`config.mk`:
```
export PLATFORM = sky130hd
export DESIGN_NAME = eipc_ctrl
export DESIGN_NICKNAME = d
export VERILOG_FILES = /design/src/src/eipc_ctrl.v
export VERILOG_INCLUDE_DIRS = /design/src /design/src/src
export SDC_FILE = /design/constraint.sdc
export NUM_CORES = 1
export LEC_CHECK = 0
export ABC_CLOCK_PERIOD_IN_PS = 2550
export BUFFER_PORTS_ARGS = -buffer_cell sky130_fd_sc_hd__clkbuf_2
export CAP_MARGIN = 15
export CORE_MARGIN = 10
export CORE_UTILIZATION = 50
export DETAILED_ROUTE_END_ITERATION = 6
export PLACE_DENSITY = 0.75
export SLEW_MARGIN = 15
export SYNTH_ARGS = -nofsm -noshare
export SYNTH_HDL_FRONTEND = slang
export SYNTH_SLANG_ARGS = --single-unit
```
`constraint.sdc`:
```
create_clock -name core_clk_i -period 2.55 [get_ports core_clk_i]
set_input_delay 0.1275 -clock core_clk_i [delete_from_list [all_inputs] [get_ports core_clk_i]]
set_output_delay 0.1275 -clock core_clk_i [all_outputs]
set_load 0.02 [all_outputs]
```
`src/src/eipc_defs.vh`:
```
/*
 constants for the external request and priority-b controller.
 assumes inclusion by src/eipc_ctrl.v only.
*/
`ifndef EIPC_DEFS_VH
`define EIPC_DEFS_VH

// ----------------------------------------
// register offsets (own choice)
// ----------------------------------------
`define EIPC_OFS_SENSE 4'h0
`define EIPC_OFS_ENABLE 4'h1
`define EIPC_OFS_STATUS 4'h2
`define EIPC_OFS_PRIO_B 4'h3
`define EIPC_OFS_CTRL 4'h4

// ----------------------------------------
// reset values and fields
// ----------------------------------------
`define EIPC_RST_BYTE 8'h00
`define EIPC_STATUS_MASK 8'h3F
`define EIPC_CTRL_MASK 8'h01
`define EIPC_BIT_TMR3 7
`define EIPC_BIT_TMR4 6
`define EIPC_BIT_DMA 5
`define EIPC_BIT_SER0 3
`define EIPC_BIT_SER1 2
`define EIPC_BIT_ADC 1
`define EIPC_BIT_NMI_EDGE 0

// ----------------------------------------
// exception vector numbers
// ----------------------------------------
`define EIPC_VEC_NMI 8'h07
`define EIPC_VEC_LINE0 8'h0C
`define EIPC_VEC_NONE 8'h00

`endif

```
`src/src/eipc_ctrl.v`:
```
/*
 external request lines, nmi detection and second priority register.
 assumes a single-cycle register port, pins asynchronous to core_clk_i,
 and a cpu that pulses ack_i with the taken vector number.
*/
// Chosen here: the strobed register port and the placing of the registers.
// Function
// - reset and hardware standby clear priority, status, enable, sense registers.
// - priority bit 7 sets timer channel 3, bit 6 channel 4 level.
// - priority bit 5 sets level of both dma channel requests.
// - priority bit 3 sets serial channel 0, bit 2 channel 1 level.
// - priority bit 1 sets converter request level.
// - priority bits 4 and 0 are plain storage.
// - status bits 7 and 6 read zero.
// - software writes can only clear status flags.
// - flag sets on low level (sense 0) or falling edge (sense 1).
// - flag clears on zero write after it was read as one.
// - level mode flag clears when pin high and handling done.
// - edge mode flag clears when handling done.
// - enable bits 5..0 gate lines 5..0.
// - enable bits 7 and 6 are plain storage.
// - sense bits 5..0 pick low level or falling edge.
// - sense bits 7 and 6 are plain storage.
// - nmi outranks all and ignores cpu masks.
// - nmi taken on selected edge, vector 7.
// - lines 0..5 use vectors 12..17.
// - detection uses pin level whatever the port direction.
// - nmi and lines 0..2 wake from software standby, not 3..5.
// - nmi edge choice 0 falling, 1 rising.
`timescale 1ns/1ps
`include "eipc_defs.vh"

module eipc_ctrl #(
	parameter LINES = 6
) (
	input wire core_clk_i,
	input wire rst_b_i,
	input wire hw_standby_i,
	input wire [3:0] reg_addr_i,
	input wire [7:0] reg_wdata_i,
	input wire reg_wr_i,
	input wire reg_rd_i,
	output reg [7:0] reg_rdata_o,
	input wire [LINES-1:0] line_pin_b_i,
	input wire nmi_pin_i,
	input wire ack_i,
	input wire [7:0] ack_vec_i,
	output reg nmi_req_o,
	output reg [LINES-1:0] line_req_o,
	output reg [LINES-1:0] line_level_o,
	output reg tmr3_level_o,
	output reg tmr4_level_o,
	output reg dma_level_o,
	output reg ser0_level_o,
	output reg ser1_level_o,
	output reg adc_level_o,
	output reg wake_o
);

// ----------------------------------------
// reset and pin synchronisers
// ----------------------------------------
reg [1:0] rst_sync_r;
wire rst_b;
reg [LINES-1:0] pin_s1_r;
reg [LINES-1:0] pin_s2_r;
reg [LINES-1:0] pin_prev_r;
reg nmi_s1_r;
reg nmi_s2_r;
reg nmi_prev_r;
reg stby_s1_r;
reg stby_s2_r;

always @(posedge core_clk_i or negedge rst_b_i)
begin
	if (!rst_b_i)
		rst_sync_r <= 2'h0;
	else
		rst_sync_r <= {rst_sync_r[0], 1'b1};
end
assign rst_b = rst_sync_r[1];

// pins sampled directly, so output-configured pins still detect
always @(posedge core_clk_i or negedge rst_b)
begin
	if (!rst_b)
	begin
		pin_s1_r <= {LINES{1'b1}};
		pin_s2_r <= {LINES{1'b1}};
		pin_prev_r <= {LINES{1'b1}};
	end
	else
	begin
		pin_s1_r <= line_pin_b_i;
		pin_s2_r <= pin_s1_r;
		pin_prev_r <= pin_s2_r;
	end
end

// idle-high reset values keep a false nmi edge away after reset
always @(posedge core_clk_i or negedge rst_b)
begin
	if (!rst_b)
	begin
		nmi_s1_r <= 1'b1;
		nmi_s2_r <= 1'b1;
		nmi_prev_r <= 1'b1;
	end
	else
	begin
		nmi_s1_r <= nmi_pin_i;
		nmi_s2_r <= nmi_s1_r;
		nmi_prev_r <= nmi_s2_r;
	end
end

// standby is a level, so no edge history is kept
always @(posedge core_clk_i or negedge rst_b)
begin
	if (!rst_b)
	begin
		stby_s1_r <= 1'b0;
		stby_s2_r <= 1'b0;
	end
	else
	begin
		stby_s1_r <= hw_standby_i;
		stby_s2_r <= stby_s1_r;
	end
end

// ----------------------------------------
// registers
// ----------------------------------------
reg [7:0] prio_b_r;
reg [7:0] sense_r;
reg [7:0] enable_r;
reg [LINES-1:0] status_r;
reg [LINES-1:0] status_nxt;
reg [LINES-1:0] seen_one_r;
reg nmi_edge_r;
reg nmi_pend_r;
wire stby;
wire wr_status;
wire rd_status;
wire [LINES-1:0] set_ev;
wire [LINES-1:0] ack_hit;
wire nmi_ev;
wire nmi_ack;
integer i;

assign stby = stby_s2_r;
assign wr_status = reg_wr_i && (reg_addr_i == `EIPC_OFS_STATUS);
assign rd_status = reg_rd_i && (reg_addr_i == `EIPC_OFS_STATUS);

genvar g;
generate
	for (g = 0; g < LINES; g = g + 1)
	begin : g_line
		// low level or falling edge per sense bit
		assign set_ev[g] = sense_r[g] ? (pin_prev_r[g] & ~pin_s2_r[g]) : ~pin_s2_r[g];
		// vector 12 + n marks handling of line n
		assign ack_hit[g] = ack_i && (ack_vec_i == (`EIPC_VEC_LINE0 + g));
	end
endgenerate

// rising or falling nmi edge per choice bit
assign nmi_ev = nmi_edge_r ? (~nmi_prev_r & nmi_s2_r) : (nmi_prev_r & ~nmi_s2_r);
// cpu took the nmi vector
assign nmi_ack = ack_i && (ack_vec_i == `EIPC_VEC_NMI);

always @*
begin
	status_nxt = status_r;
	for (i = 0; i < LINES; i = i + 1)
	begin
		// zero write only clears after a read of one
		if (wr_status && !reg_wdata_i[i] && seen_one_r[i])
			status_nxt[i] = 1'b0;
		// auto clear on handling; level mode needs pin high
		if (ack_hit[i] && (sense_r[i] || pin_s2_r[i]))
			status_nxt[i] = 1'b0;
		// set wins over any clear in the same cycle
		if (set_ev[i])
			status_nxt[i] = 1'b1;
	end
end

// ----------------------------------------
// storage; standby clears like reset
// ----------------------------------------
// all bits stored, unused ones have no effect
always @(posedge core_clk_i or negedge rst_b)
begin
	if (!rst_b)
		prio_b_r <= `EIPC_RST_BYTE;
	else if (stby)
		prio_b_r <= `EIPC_RST_BYTE;
	else if (reg_wr_i && (reg_addr_i == `EIPC_OFS_PRIO_B))
		prio_b_r <= reg_wdata_i;
end

// top two sense bits kept but never decoded
always @(posedge core_clk_i or negedge rst_b)
begin
	if (!rst_b)
		sense_r <= `EIPC_RST_BYTE;
	else if (stby)
		sense_r <= `EIPC_RST_BYTE;
	else if (reg_wr_i && (reg_addr_i == `EIPC_OFS_SENSE))
		sense_r <= reg_wdata_i;
end

// top two enable bits kept but never decoded
always @(posedge core_clk_i or negedge rst_b)
begin
	if (!rst_b)
		enable_r <= `EIPC_RST_BYTE;
	else if (stby)
		enable_r <= `EIPC_RST_BYTE;
	else if (reg_wr_i && (reg_addr_i == `EIPC_OFS_ENABLE))
		enable_r <= reg_wdata_i;
end

// set wins over a clear in the same cycle, see status_nxt
always @(posedge core_clk_i or negedge rst_b)
begin
	if (!rst_b)
		status_r <= {LINES{1'b0}};
	else if (stby)
		status_r <= {LINES{1'b0}};
	else
		status_r <= status_nxt;
end

// a read arms the clear; a status write disarms it unless a status read comes in the same cycle
always @(posedge core_clk_i or negedge rst_b)
begin
	if (!rst_b)
		seen_one_r <= {LINES{1'b0}};
	else if (stby)
		seen_one_r <= {LINES{1'b0}};
	else if (rd_status)
		seen_one_r <= status_r;
	else if (wr_status)
		seen_one_r <= {LINES{1'b0}};
end

// edge choice in its own control byte, falling after reset
always @(posedge core_clk_i or negedge rst_b)
begin
	if (!rst_b)
		nmi_edge_r <= 1'b0;
	else if (stby)
		nmi_edge_r <= 1'b0;
	else if (reg_wr_i && (reg_addr_i == `EIPC_OFS_CTRL))
		nmi_edge_r <= reg_wdata_i[`EIPC_BIT_NMI_EDGE];
end

// nmi held until taken, no mask applies
always @(posedge core_clk_i or negedge rst_b)
begin
	if (!rst_b)
		nmi_pend_r <= 1'b0;
	else if (stby)
		nmi_pend_r <= 1'b0;
	else if (nmi_ev)
		nmi_pend_r <= 1'b1;
	else if (nmi_ack)
		nmi_pend_r <= 1'b0;
end

// ----------------------------------------
// outputs and read port
// ----------------------------------------
reg [7:0] rdata_nxt;

always @*
begin
	case (reg_addr_i)
		`EIPC_OFS_PRIO_B: rdata_nxt = prio_b_r;
		`EIPC_OFS_SENSE: rdata_nxt = sense_r;
		`EIPC_OFS_ENABLE: rdata_nxt = enable_r;
		// upper bits forced to zero
		`EIPC_OFS_STATUS: rdata_nxt = {2'h0, status_r} & `EIPC_STATUS_MASK;
		`EIPC_OFS_CTRL: rdata_nxt = {7'h00, nmi_edge_r} & `EIPC_CTRL_MASK;
		default: rdata_nxt = `EIPC_RST_BYTE;
	endcase
end

// outputs registered; one extra cycle of latency is the price
// read data stand one cycle after the strobe, zero otherwise
always @(posedge core_clk_i or negedge rst_b)
begin
	if (!rst_b)
		reg_rdata_o <= `EIPC_RST_BYTE;
	else
		reg_rdata_o <= reg_rd_i ? rdata_nxt : `EIPC_RST_BYTE;
end

// requests go out as levels; standby reaches them through the sources
always @(posedge core_clk_i or negedge rst_b)
begin
	if (!rst_b)
	begin
		nmi_req_o <= 1'b0;
		line_req_o <= {LINES{1'b0}};
		line_level_o <= {LINES{1'b0}};
	end
	else
	begin
		nmi_req_o <= nmi_pend_r;
		// flag and enable both needed
		line_req_o <= status_r & enable_r[LINES-1:0];
		line_level_o <= line_req_o;
	end
end

// timer channel levels
always @(posedge core_clk_i or negedge rst_b)
begin
	if (!rst_b)
	begin
		tmr3_level_o <= 1'b0;
		tmr4_level_o <= 1'b0;
	end
	else
	begin
		tmr3_level_o <= prio_b_r[`EIPC_BIT_TMR3];
		tmr4_level_o <= prio_b_r[`EIPC_BIT_TMR4];
	end
end

// one bit covers both dma channels
always @(posedge core_clk_i or negedge rst_b)
begin
	if (!rst_b)
		dma_level_o <= 1'b0;
	else
		dma_level_o <= prio_b_r[`EIPC_BIT_DMA];
end

// serial channel levels
always @(posedge core_clk_i or negedge rst_b)
begin
	if (!rst_b)
	begin
		ser0_level_o <= 1'b0;
		ser1_level_o <= 1'b0;
	end
	else
	begin
		ser0_level_o <= prio_b_r[`EIPC_BIT_SER0];
		ser1_level_o <= prio_b_r[`EIPC_BIT_SER1];
	end
end

// converter level
always @(posedge core_clk_i or negedge rst_b)
begin
	if (!rst_b)
		adc_level_o <= 1'b0;
	else
		adc_level_o <= prio_b_r[`EIPC_BIT_ADC];
end

// only nmi and lines 0..2 may wake
always @(posedge core_clk_i or negedge rst_b)
begin
	if (!rst_b)
		wake_o <= 1'b0;
	else
		wake_o <= nmi_pend_r | (|(status_r[2:0] & enable_r[2:0]));
end

endmodule // eipc_ctrl

```
==> results of run 1 <==
==> where the power goes <==
part	internal (mW)	switching, mW	total [mW]
logic	0.0743	0.114	0.189
clock network	0.382	0.557	0.938
registers	1.50	0.0259	1.52
==> cells by family (layout without fill, tap and decap cells) <==
logic type / Yosys count / count (layout)
AOI/OAI and AO/OA: 51 / 51
buffers and inverters: 30 / 104
DFF: 91 / 91
muxes: 25 / 25
other: 1 / 1
and+or+nand+nor: 81 / 81
==> flip-flops by register name, summed over array words and instances (netlist names), 8 cells and up <==
| name | cells |
|---|---|
| reg_rdata_o | 8 |
| prio_b_r | 8 |
| enable_r | 8 |
| sense_r | 8 |
==> metrics by stage <==
stage | util, % | std cells | hold WS [ps] | power (mW)
3_3_place_gp | 57.8 | 424 | -87.1 | 1.72
3_5_place_dp | 57.8 | 424 | -84.3 | 1.73
4_1_cts | 61.9 | 449 | 10.4 | 2.67
5_1_grt | 61.9 | 449 | 25.7 | 2.75
6_report | 61.9 | 449 | 21.8 | 2.65
2_1_floorplan | - | 279 | -168 | 1.65
==> worst max-delay path, delay by kind of cell (launching register included) <==
| family | cells | cell delay, ps |
|---|---|---|
| AOI/OAI and AO/OA | 2 | 510 |
| DFF | 1 | 400 |
| buffers and inverters | 1 | 330 |
==> layout by cell type (no fill, tap or decap), drive strengths merged, types with 2 or more instances in the layout <==
master / n
or4b: 2
mux2i: 18
a22oi: 2
or3b: 2
nand3: 8
buf: 3
a21oi: 11
clkinv: 2
or2: 2
a2111oi: 6
nor2b: 5
inv: 21
a22o: 6
dlygate4sd3: 9
dfrtp: 70
nand2: 32
mux4: 5
mux2: 2
nor2: 5
nand2b: 10
a211oi: 6
and2: 6
o41ai: 7
clkbuf: 69
nand3b: 3
or4: 2
o21ai: 10
dfstp: 21
==> repair_timing <==
action / in CTS / in global routing
setup endpoints to repair: 0 / 0
hold endpoints to repair: 10 / 0
hold buffers: 9 / 0
setup buffers: 0 / 0
==> layer usage <==
layer	routed length, um	track usage, %	vias to the layer above
li1	-	-	1110
met1	3100	16.7	1222
met2	3920	23.8	88
met3	572	3.93	9
met4	121	5.39	0
met5	0	0	-
==> Yosys cell counts, types with 2 or more instances <==
cell type / count
o21ai_0: 10
a211oi_1: 6
nor2_1: 5
o41ai_2: 2
buf_2: 8
a2111oi_0: 4
inv_1: 15
nand2_1: 32
mux2i_1: 18
clkbuf_1: 4
o41ai_1: 5
nor2b_1: 5
nand3_1: 8
or4_1: 2
mux2_2: 2
mux4_2: 5
nand3b_1: 3
dfstp_2: 21
a22o_1: 6
dfrtp_1: 70
a21oi_1: 11
and2_1: 6
or4b_1: 2
a22oi_1: 2
nand2b_1: 10
==> final cells by class <==
| class | count | area (um2) | area share (%) |
|---|---|---|---|
| clock buffer | 9 | 124 | 2.91 |
| clock inverter | 7 | 66.3 | 1.56 |
| inverter | 16 | 60.1 | 1.41 |
| multi-input combinational | 158 | 1150 | 27.0 |
| sequential | 91 | 2310 | 54.3 |
| tap | 96 | 120 | 2.83 |
| timing repair buffer | 72 | 425 | 10.0 |
==> final timing paths <==
check                                from       endpoint  slack, ps  cells past startpoint
hold reg to reg             rst_sync_r[1]    pin_s1_r[0]        310                      0
hold / removal             reg_wdata_i[7]     sense_r[7]         20                      3
setup reg to reg                     stby  seen_one_r[3]       1260                      3
setup / recovery                     stby  seen_one_r[3]       1260                      3
max in group asynchronous   rst_sync_r[1]    pin_s2_r[5]       1780                      1
min in group asynchronous         rst_b_i  rst_sync_r[1]         80                      2
==> out/metrics.cfg, run 1 <==
[floorplan]
core-area_um2 = 6870
die_y_um = 105
std_cell_rows = 30
io_pins = 61
initial_core_util_pct = 52.2
die_area_um2 = 11000
die_w_um = 105

[cts]
cts_root_buf = clkbuf_8
post_cts_resize_count = 0
cts.sinks = 91
max-clock-path-buffers = 2
cts_tree = yes
clk_latency_ps = 360
cts_buffers = 9
h-tree-depth = 3
cts.reportedPaths.clkPinSlew_ps = 90

[global_route]
first_global_vias = 2507
grt_usage_pct = 14.1
grt_max_degree = 86
grt_pass1_wl_um = 12500
gr-total-overflow = 0
antenna_found_initial = 0

[cells_and_area]
antenna_cells = 0
drive_above_1_share_pct = 32.9
area_growth_pct = 18.6
fillCellCount = 557
stdcell_area_um2 = 4250
layout.nets = 381

[sta]
period_needed_ps = 1290
slew_violations = 0
fmax_mhz = 773
rsz0062_at_grt = false
fin_ws_ps = 1260
setup_viol = 0
fin_crit_sh_pct = 50.8
finalClockSkew_ps = 8.03
tns_ps = 0
worstMarginPinSlew_ps = 719
relSlewSlack_pct = 51.9
hold_viol = 0

[pwr]
p_leak_nw = 2.02
power_density_nw_per_um2 = 623
max-vdd-ir-drop_v = 0.000437

[logic_synthesis]
ys_top_cells_by_area = dfrtp_1 (49%), dfstp_2 (15%), mux2i_1 (5.0%), nand2_1 (3.4%), mux4_2 (3.1%)
synth_ff_type = dfrtp_1
synth_xor_xnor_area_share_pct = 0
synth_cells = 279
synth_edf_count = 0
synth_compound_area_share_pct = 10.7
synth_nets = 312
yosysSeqAreaShare_pct = 64.3
synth_cell_types = 42
syn_area_um2 = 3580
async_reset_ff_share_pct = 100
synth_top_family_by_area = simple AND/OR/NAND/NOR gates
synth_warnings = 0
synth.largest_area_cell = dfrtp_1
synth-adder-area-share_pct = 0
ys_ff_latch = 91
synth_mux_area_share_pct = 8.80
synth_area_per_cell_um2 = 12.8
yosys.area.top_type_share_pct = 48.9
yosys.area_share.simple_pct = 12.4

[setup_path]
cp_max_fo = 25
worstPathArrival_ps = 1600
cp.required_ps = 2850
path_class = register to register
path_cells = inv_2, o41a_1, a22o_1
cp_slowest_stage_delay_ps = 400
critPathSlowestCell = dfrtp_1
startpoint_type = register
worstSetupEndpointType = register

[detailed_routing]
drt_first_pass_iters = 4
drtAntennaViolNets = 0
via_per_inst = 5.41
vias = 2429
drc = 0
first_iter_violations = 155
routed_wl_um = 7710
routedWlPerCell_um = 17.2

[hold_path]
hp-class = input port to register

[place]
pre_cts_slack_ps = 921
placed_area_um2 = 3970
io_buffer_count = 60
hpwlAfterDp_um = 5430
finalWeightedCongestion = 0.836

[run_status]
status = complete, no violations

[flow_run]
cap_violations = 0

No activity file was read; power rests on OpenSTA's default activity.
==> run 2: changes to the inputs <==
- ABC_AREA: unset -> 1
- ABC_CLOCK_PERIOD_IN_PS: 2550 -> 1000
- clock period: 2.55 -> 1 ns (I/O delays scaled with it)
==> run 2 against run 1 <==
The run now ends with negative setup slack left. First-iteration DRC count grew 33%. Clock skew up 4.9 ps. Register-to-register slack worse by 1300 ps. Critical path type unchanged.
==> out/metrics.cfg, run 2 <==
[run_status]
status = finished, violations left
violations = negative setup slack

[cells_and_area]
layout.cells.non_filler = 563
layout.nets = 495
regArea_um2 = 2310
utilization_pct = 69.0
drive_above_1_share_pct = 35.8
stdcell_area_um2 = 4740
multi_input_area_um2 = 1180
antenna_cells = 0
fillCellCount = 516
area_growth_pct = 32.6
mostFrequentLayoutCells = nand2_1 (69), dfrtp_1 (69), clkbuf_2 (59)

[logic_synthesis]
netlist_top_cells_count = nand2_1 (84), dfrtp_1 (70), inv_1 (50)
synth_area_per_cell_um2 = 9.99
async_reset_ff_share_pct = 100
synth_cell_types = 28
synth_nets = 391
synth_warnings = 0
yosys.area.top_type_share_pct = 49.0
ys_ff_latch = 91
synth.largest_area_cell = dfrtp_1
yosysSeqAreaShare_pct = 64.4
ys_top_cells_by_area = dfrtp_1 (49%), dfstp_2 (15%), nand2_1 (8.8%), inv_1 (5.2%), nor2_1 (3.9%)
synth_cells = 358
synth.most_common_cell = nand2_1
syn_area_um2 = 3580
synth_edf_count = 0
synth_ff_type = dfrtp_1

[floorplan]
die_area_um2 = 10900
initial_core_util_pct = 52.1
die_w_um = 105
std_cell_rows = 30
die_y_um = 105
core-area_um2 = 6870
io_pins = 61

[hold_path]
worstHoldPathCells = 5
hp-class = input port to register

[sta]
rsz0062_at_grt = true
hold_slack_ps = 47.7
fmax_mhz = 935
tns_ps = -548
fin_ws_ps = -69.1
period_needed_ps = 1070
setup_viol = 22
fin_crit_sh_pct = 107
hold_viol = 0
slew_violations = 0
finalClockSkew_ps = 12.9

[cts]
cts_root_buf = clkbuf_8
cts_tree = yes
clk_latency_ps = 360
cts.reportedPaths.clkPinSlew_ps = 90
h-tree-depth = 3
max-clock-path-buffers = 2
cts_buffers = 9
cts.sinks = 91

[setup_path]
worstReg2RegEnd = prio_b_r[6]
worstSetupEndpointType = register
startpoint_type = register
cp_max_fo = 6
worstReg2RegStart = stby
cp-startpoint = stby
path_class = register to register
crit_path_end = prio_b_r[6]
cp.required_ps = 1260
ff2ff_setup_slack_ps = -70
worstPathArrival_ps = 1330
reg2regPathDepth = 6

[global_route]
antenna_found_initial = 0
grt_usage_pct = 15.9
grt_max_degree = 42
gr-total-overflow = 0
grt_pass1_wl_um = 14200
first_global_vias = 2837

[detailed_routing]
routed_wl_um = 8800
drc = 0
drt_first_pass_iters = 4
first_iter_violations = 206
vias = 2785
routedWlPerCell_um = 15.6
drtAntennaViolNets = 0
via_per_inst = 4.95

[place]
dp.cells = 529
io_buffer_count = 60
pre_cts_slack_ps = -119
finalWeightedCongestion = 0.844
hpwlAfterDp_um = 5930
placed_area_um2 = 4150

[pwr]
p_leak_nw = 2.42
power_density_nw_per_um2 = 1660
power_mw = 7.87
max-vdd-ir-drop_v = 0.000896

[flow_run]
cap_violations = 0

-- run 2: cell count changes in the layout (fill, tap and decap cells not counted), moves of 8 or more --
cell	previous run	this run
nand2_1	32	69
inv_1	15	48
nor2_1	5	33
mux2i_1	18	0
o21ai_1	0	16
buf_4	2	15
nand3_1	8	21
nand2_2	0	12
nand2b_1	10	0
o21ai_0	10	2
-- run 2: how the worst min path moves through the flow --
stage	from	slack [ps]	to
after CTS	reg_wdata_i[2]	20	prio_b_r[2]
final	reg_wdata_i[2]	50	prio_b_r[2]
after floorplan	rst_b_i	-250	rst_sync_r[0]
after global routing	reg_wdata_i[3]	70	enable_r[3]
after detailed placement	rst_b_i	-160	rst_sync_r[0]
after global placement	rst_b_i	-170	rst_sync_r[0]
-- run 2: critical path, stage by stage (launching register included) --
cell	delay [ps]
dfrtp_1	420
inv_4	120
buf_6	130
nand2_8	60
buf_6	130
nand2_1	60
nand2_1	60
-- run 2: repair_timing --
action,in CTS,in global routing
pin swaps,4,11
setup endpoints to repair,25,33
hold endpoints to repair,20,0
resized for setup,23,40
cloned,1,1
buffers inserted,1,0
hold buffers,15,0
-- run 2: cell type report --
| type | count | share of cell area (%) |
|---|---|---|
| clock buffers | 13 | 3.77 |
| clock inverters | 3 | 1.42 |
| inverters | 52 | 4.33 |
| multi-input cells | 210 | 24.9 |
| flip-flops and latches | 91 | 48.7 |
| well taps | 96 | 2.53 |
| repair buffers | 98 | 14.4 |
-- run 2: power by group --
part           internal (mW)  leakage, nW  total (mW)  switching (mW)
Combinational          0.339         1.15       0.880           0.540
Clock                   1.68        0.122        2.94            1.26
Sequential              3.92         1.14        4.05           0.125
-- run 2: cell families after synthesis --
group / synth area share [%]
AOI/OAI and AO/OA: 8.22
buffers and inverters: 7.00
DFF: 64.4
other: 0.105
and+or+nand+nor: 20.3
-- run 2: metal layers --
layer	GRT usage (%)	wire [um]	up-vias
li1	-	-	1335
met1	20.6	3770	1335
met2	25.1	4180	96
met3	3.62	607	19
met4	6.86	240	0
met5	0	0	-
==> run 3: changes to the inputs <==
- ABC_CLOCK_PERIOD_IN_PS: 1000 -> 880
- CORE_MARGIN: 10 -> 2
- GPL_ROUTABILITY_DRIVEN: unset -> 0
- clock period: 1 -> 0.88 ns (I/O delays scaled with it)
==> run 3 against run 2 <==
The flow still finishes with violations (negative setup slack). Combinational power grew 28%. Clock power grew 1%. Hold slack got worse by 32 ps. Critical path depth is 2 lower. Clock skew shrank 2.2 ps. Die area decreased by 28%. Flip-flop and latch count unchanged. Non-clock buffer count is 16 higher. Count of clock-buffer cells in the layout fell by 2. First-iteration DRC count increased by 20%. Power rose by 11%. Critical endpoint is now sense_r[7].
==> out/metrics.cfg, run 3 (synthesis results as in run 2) <==
[run_status]
status = finished, violations left
violations = negative setup slack

[sta]
hold_slack_ps = 15.5
period_needed_ps = 1040
rsz0062_at_grt = true
fin_crit_sh_pct = 118
fmax_mhz = 964
slew_violations = 0
finalClockSkew_ps = 10.7
fin_ws_ps = -157
setup_viol = 61
hold_viol = 0

[setup_path]
startpoint_type = register
reg2regPathDepth = 4
cp_slowest_stage_delay_ps = 440
path_cells = clkinv_2, buf_4, nand2_1, o21ai_1
path_class = register to register
worstSetupEndpointType = register
cp_max_fo = 5
critPathSlowestCell = dfrtp_2
path_depth = 4
cp.required_ps = 1140
cp_num_buf_inv = 2
worstReg2RegStart = stby
worstPathArrival_ps = 1290
cp-startpoint = stby
path_delay_family = flip-flops

[place]
pre_cts_slack_ps = -254
io_buffer_count = 60
hpwlAfterDp_um = 5420

[cells_and_area]
antenna_cells = 0
layout.nets = 511
area_growth_pct = 39.9
drive_above_1_share_pct = 42.0
mostFrequentLayoutCells = nand2_1 (69), dfrtp_1 (68), inv_1 (44)
layout_commonest_cell = nand2_1

[detailed_routing]
drtAntennaViolNets = 0
routedWlPerCell_um = 14.4
via_per_inst = 4.93
vias = 2853
drt_first_pass_iters = 4
drc = 0
first_iter_violations = 248
routed_wl_um = 8350

[global_route]
use_met3_pct = 6.34
busiest_layer = met2
first_global_vias = 2716
grt_max_degree = 33
antenna_found_initial = 0
grt_pass1_wl_um = 13000
grt_usage_pct = 22.6
grt_use_met1_pct = 29.9
met2_usage_pct = 35.7
gr-total-overflow = 0

[cts]
cts_tree = yes
max-clock-path-buffers = 2
cts_root_buf = clkbuf_8
cts.sinks = 91
clk_latency_ps = 370
h-tree-depth = 3
cts_buffers = 9
cts.reportedPaths.clkPinSlew_ps = 90

[hold_path]
worstHoldPathCells = 5
hold_path_startpoint = reg_wdata_i[3]
hp-class = input port to register

[floorplan]
std_cell_rows = 30
initial_core_util_pct = 52.1
die_w_um = 88.6
die_y_um = 88.6
io_pins = 61
die_area_um2 = 7850
core-area_um2 = 6870

[pwr]
power_density_nw_per_um2 = 1740
power_mw = 8.70
p_leak_nw = 2.53
max-vdd-ir-drop_v = 0.000972

[flow_run]
cap_violations = 0

-- run 3: changes by cell type in the layout (fill, tap and decap cells not counted), sizes merged --
cell	before	now
clkinv	0	4
bufinv	2	1
nand2	91	90
buf	24	64
clkbuf	72	46
-- run 3: worst paths after layout --
| kind | endpoint | slack, ps |
|---|---|---|
| max | sense_r[7] | -160 |
| min | prio_b_r[3] | 20 |
| max reg2reg | sense_r[7] | -160 |
| min reg2reg | pin_s2_r[2] | 320 |
| max in group asynchronous | stby | 170 |
| min in group asynchronous | pin_s2_r[2] | 320 |
-- run 3: routing by layer --
metal / routed length, um / share of wire [%]
met5: 0 / 0
met4: 121 / 1.4
met1: 3560 / 43
met2: 4160 / 50
met3: 517 / 6.2
-- run 3: final cells by class --
type,count,area (um2)
Sequential cell,91,2310
Clock buffer,11,151
Fill cell,483,1870
Multi-Input combinational cell,209,1180
Tap cell,96,120
Inverter,52,205
Timing Repair Buffer,114,975
Clock inverter,5,60.1
Timing Repair inverter,1,5.00
-- run 3: stage by stage --
step           util, %  area [um2]  TNS [ps]  std cells
3_5_place_dp      61.2        4200     -7650        535
4_1_cts           67.7        4650     -5710        570
3_3_place_gp      61.2        4200     -5950        535
6_report          72.8        5000     -4860        579
2_1_floorplan        -        3600    -11280        358
5_1_grt           72.8        5000     -7530        579
-- run 3: what timing repair did --
item / CTS / global route
pin swaps: 1 / 24
hold endpoints to repair: 19 / 1
buffers inserted: 4 / 7
hold buffers: 14 / 1
endpoints found under the setup margin: 60 / 69
gates resized for setup: 18 / 120
gates cloned: 1 / 1
-- run 3: worst reg2reg max path, delay by kind of cell (launching register included) --
family	cells	cell delay, ps
AO/OA/AOI/OAI	1	70
buffers and inverters	2	330
flip-flops	1	440
AND/OR/NAND/NOR	1	90
-- run 3: report_power, final --
| part | switching (mW) | total (mW) | internal (mW) |
|---|---|---|---|
| Clock | 1.50 | 2.98 | 1.48 |
| Sequential | 0.138 | 4.60 | 4.46 |
| Combinational | 0.622 | 1.13 | 0.506 |
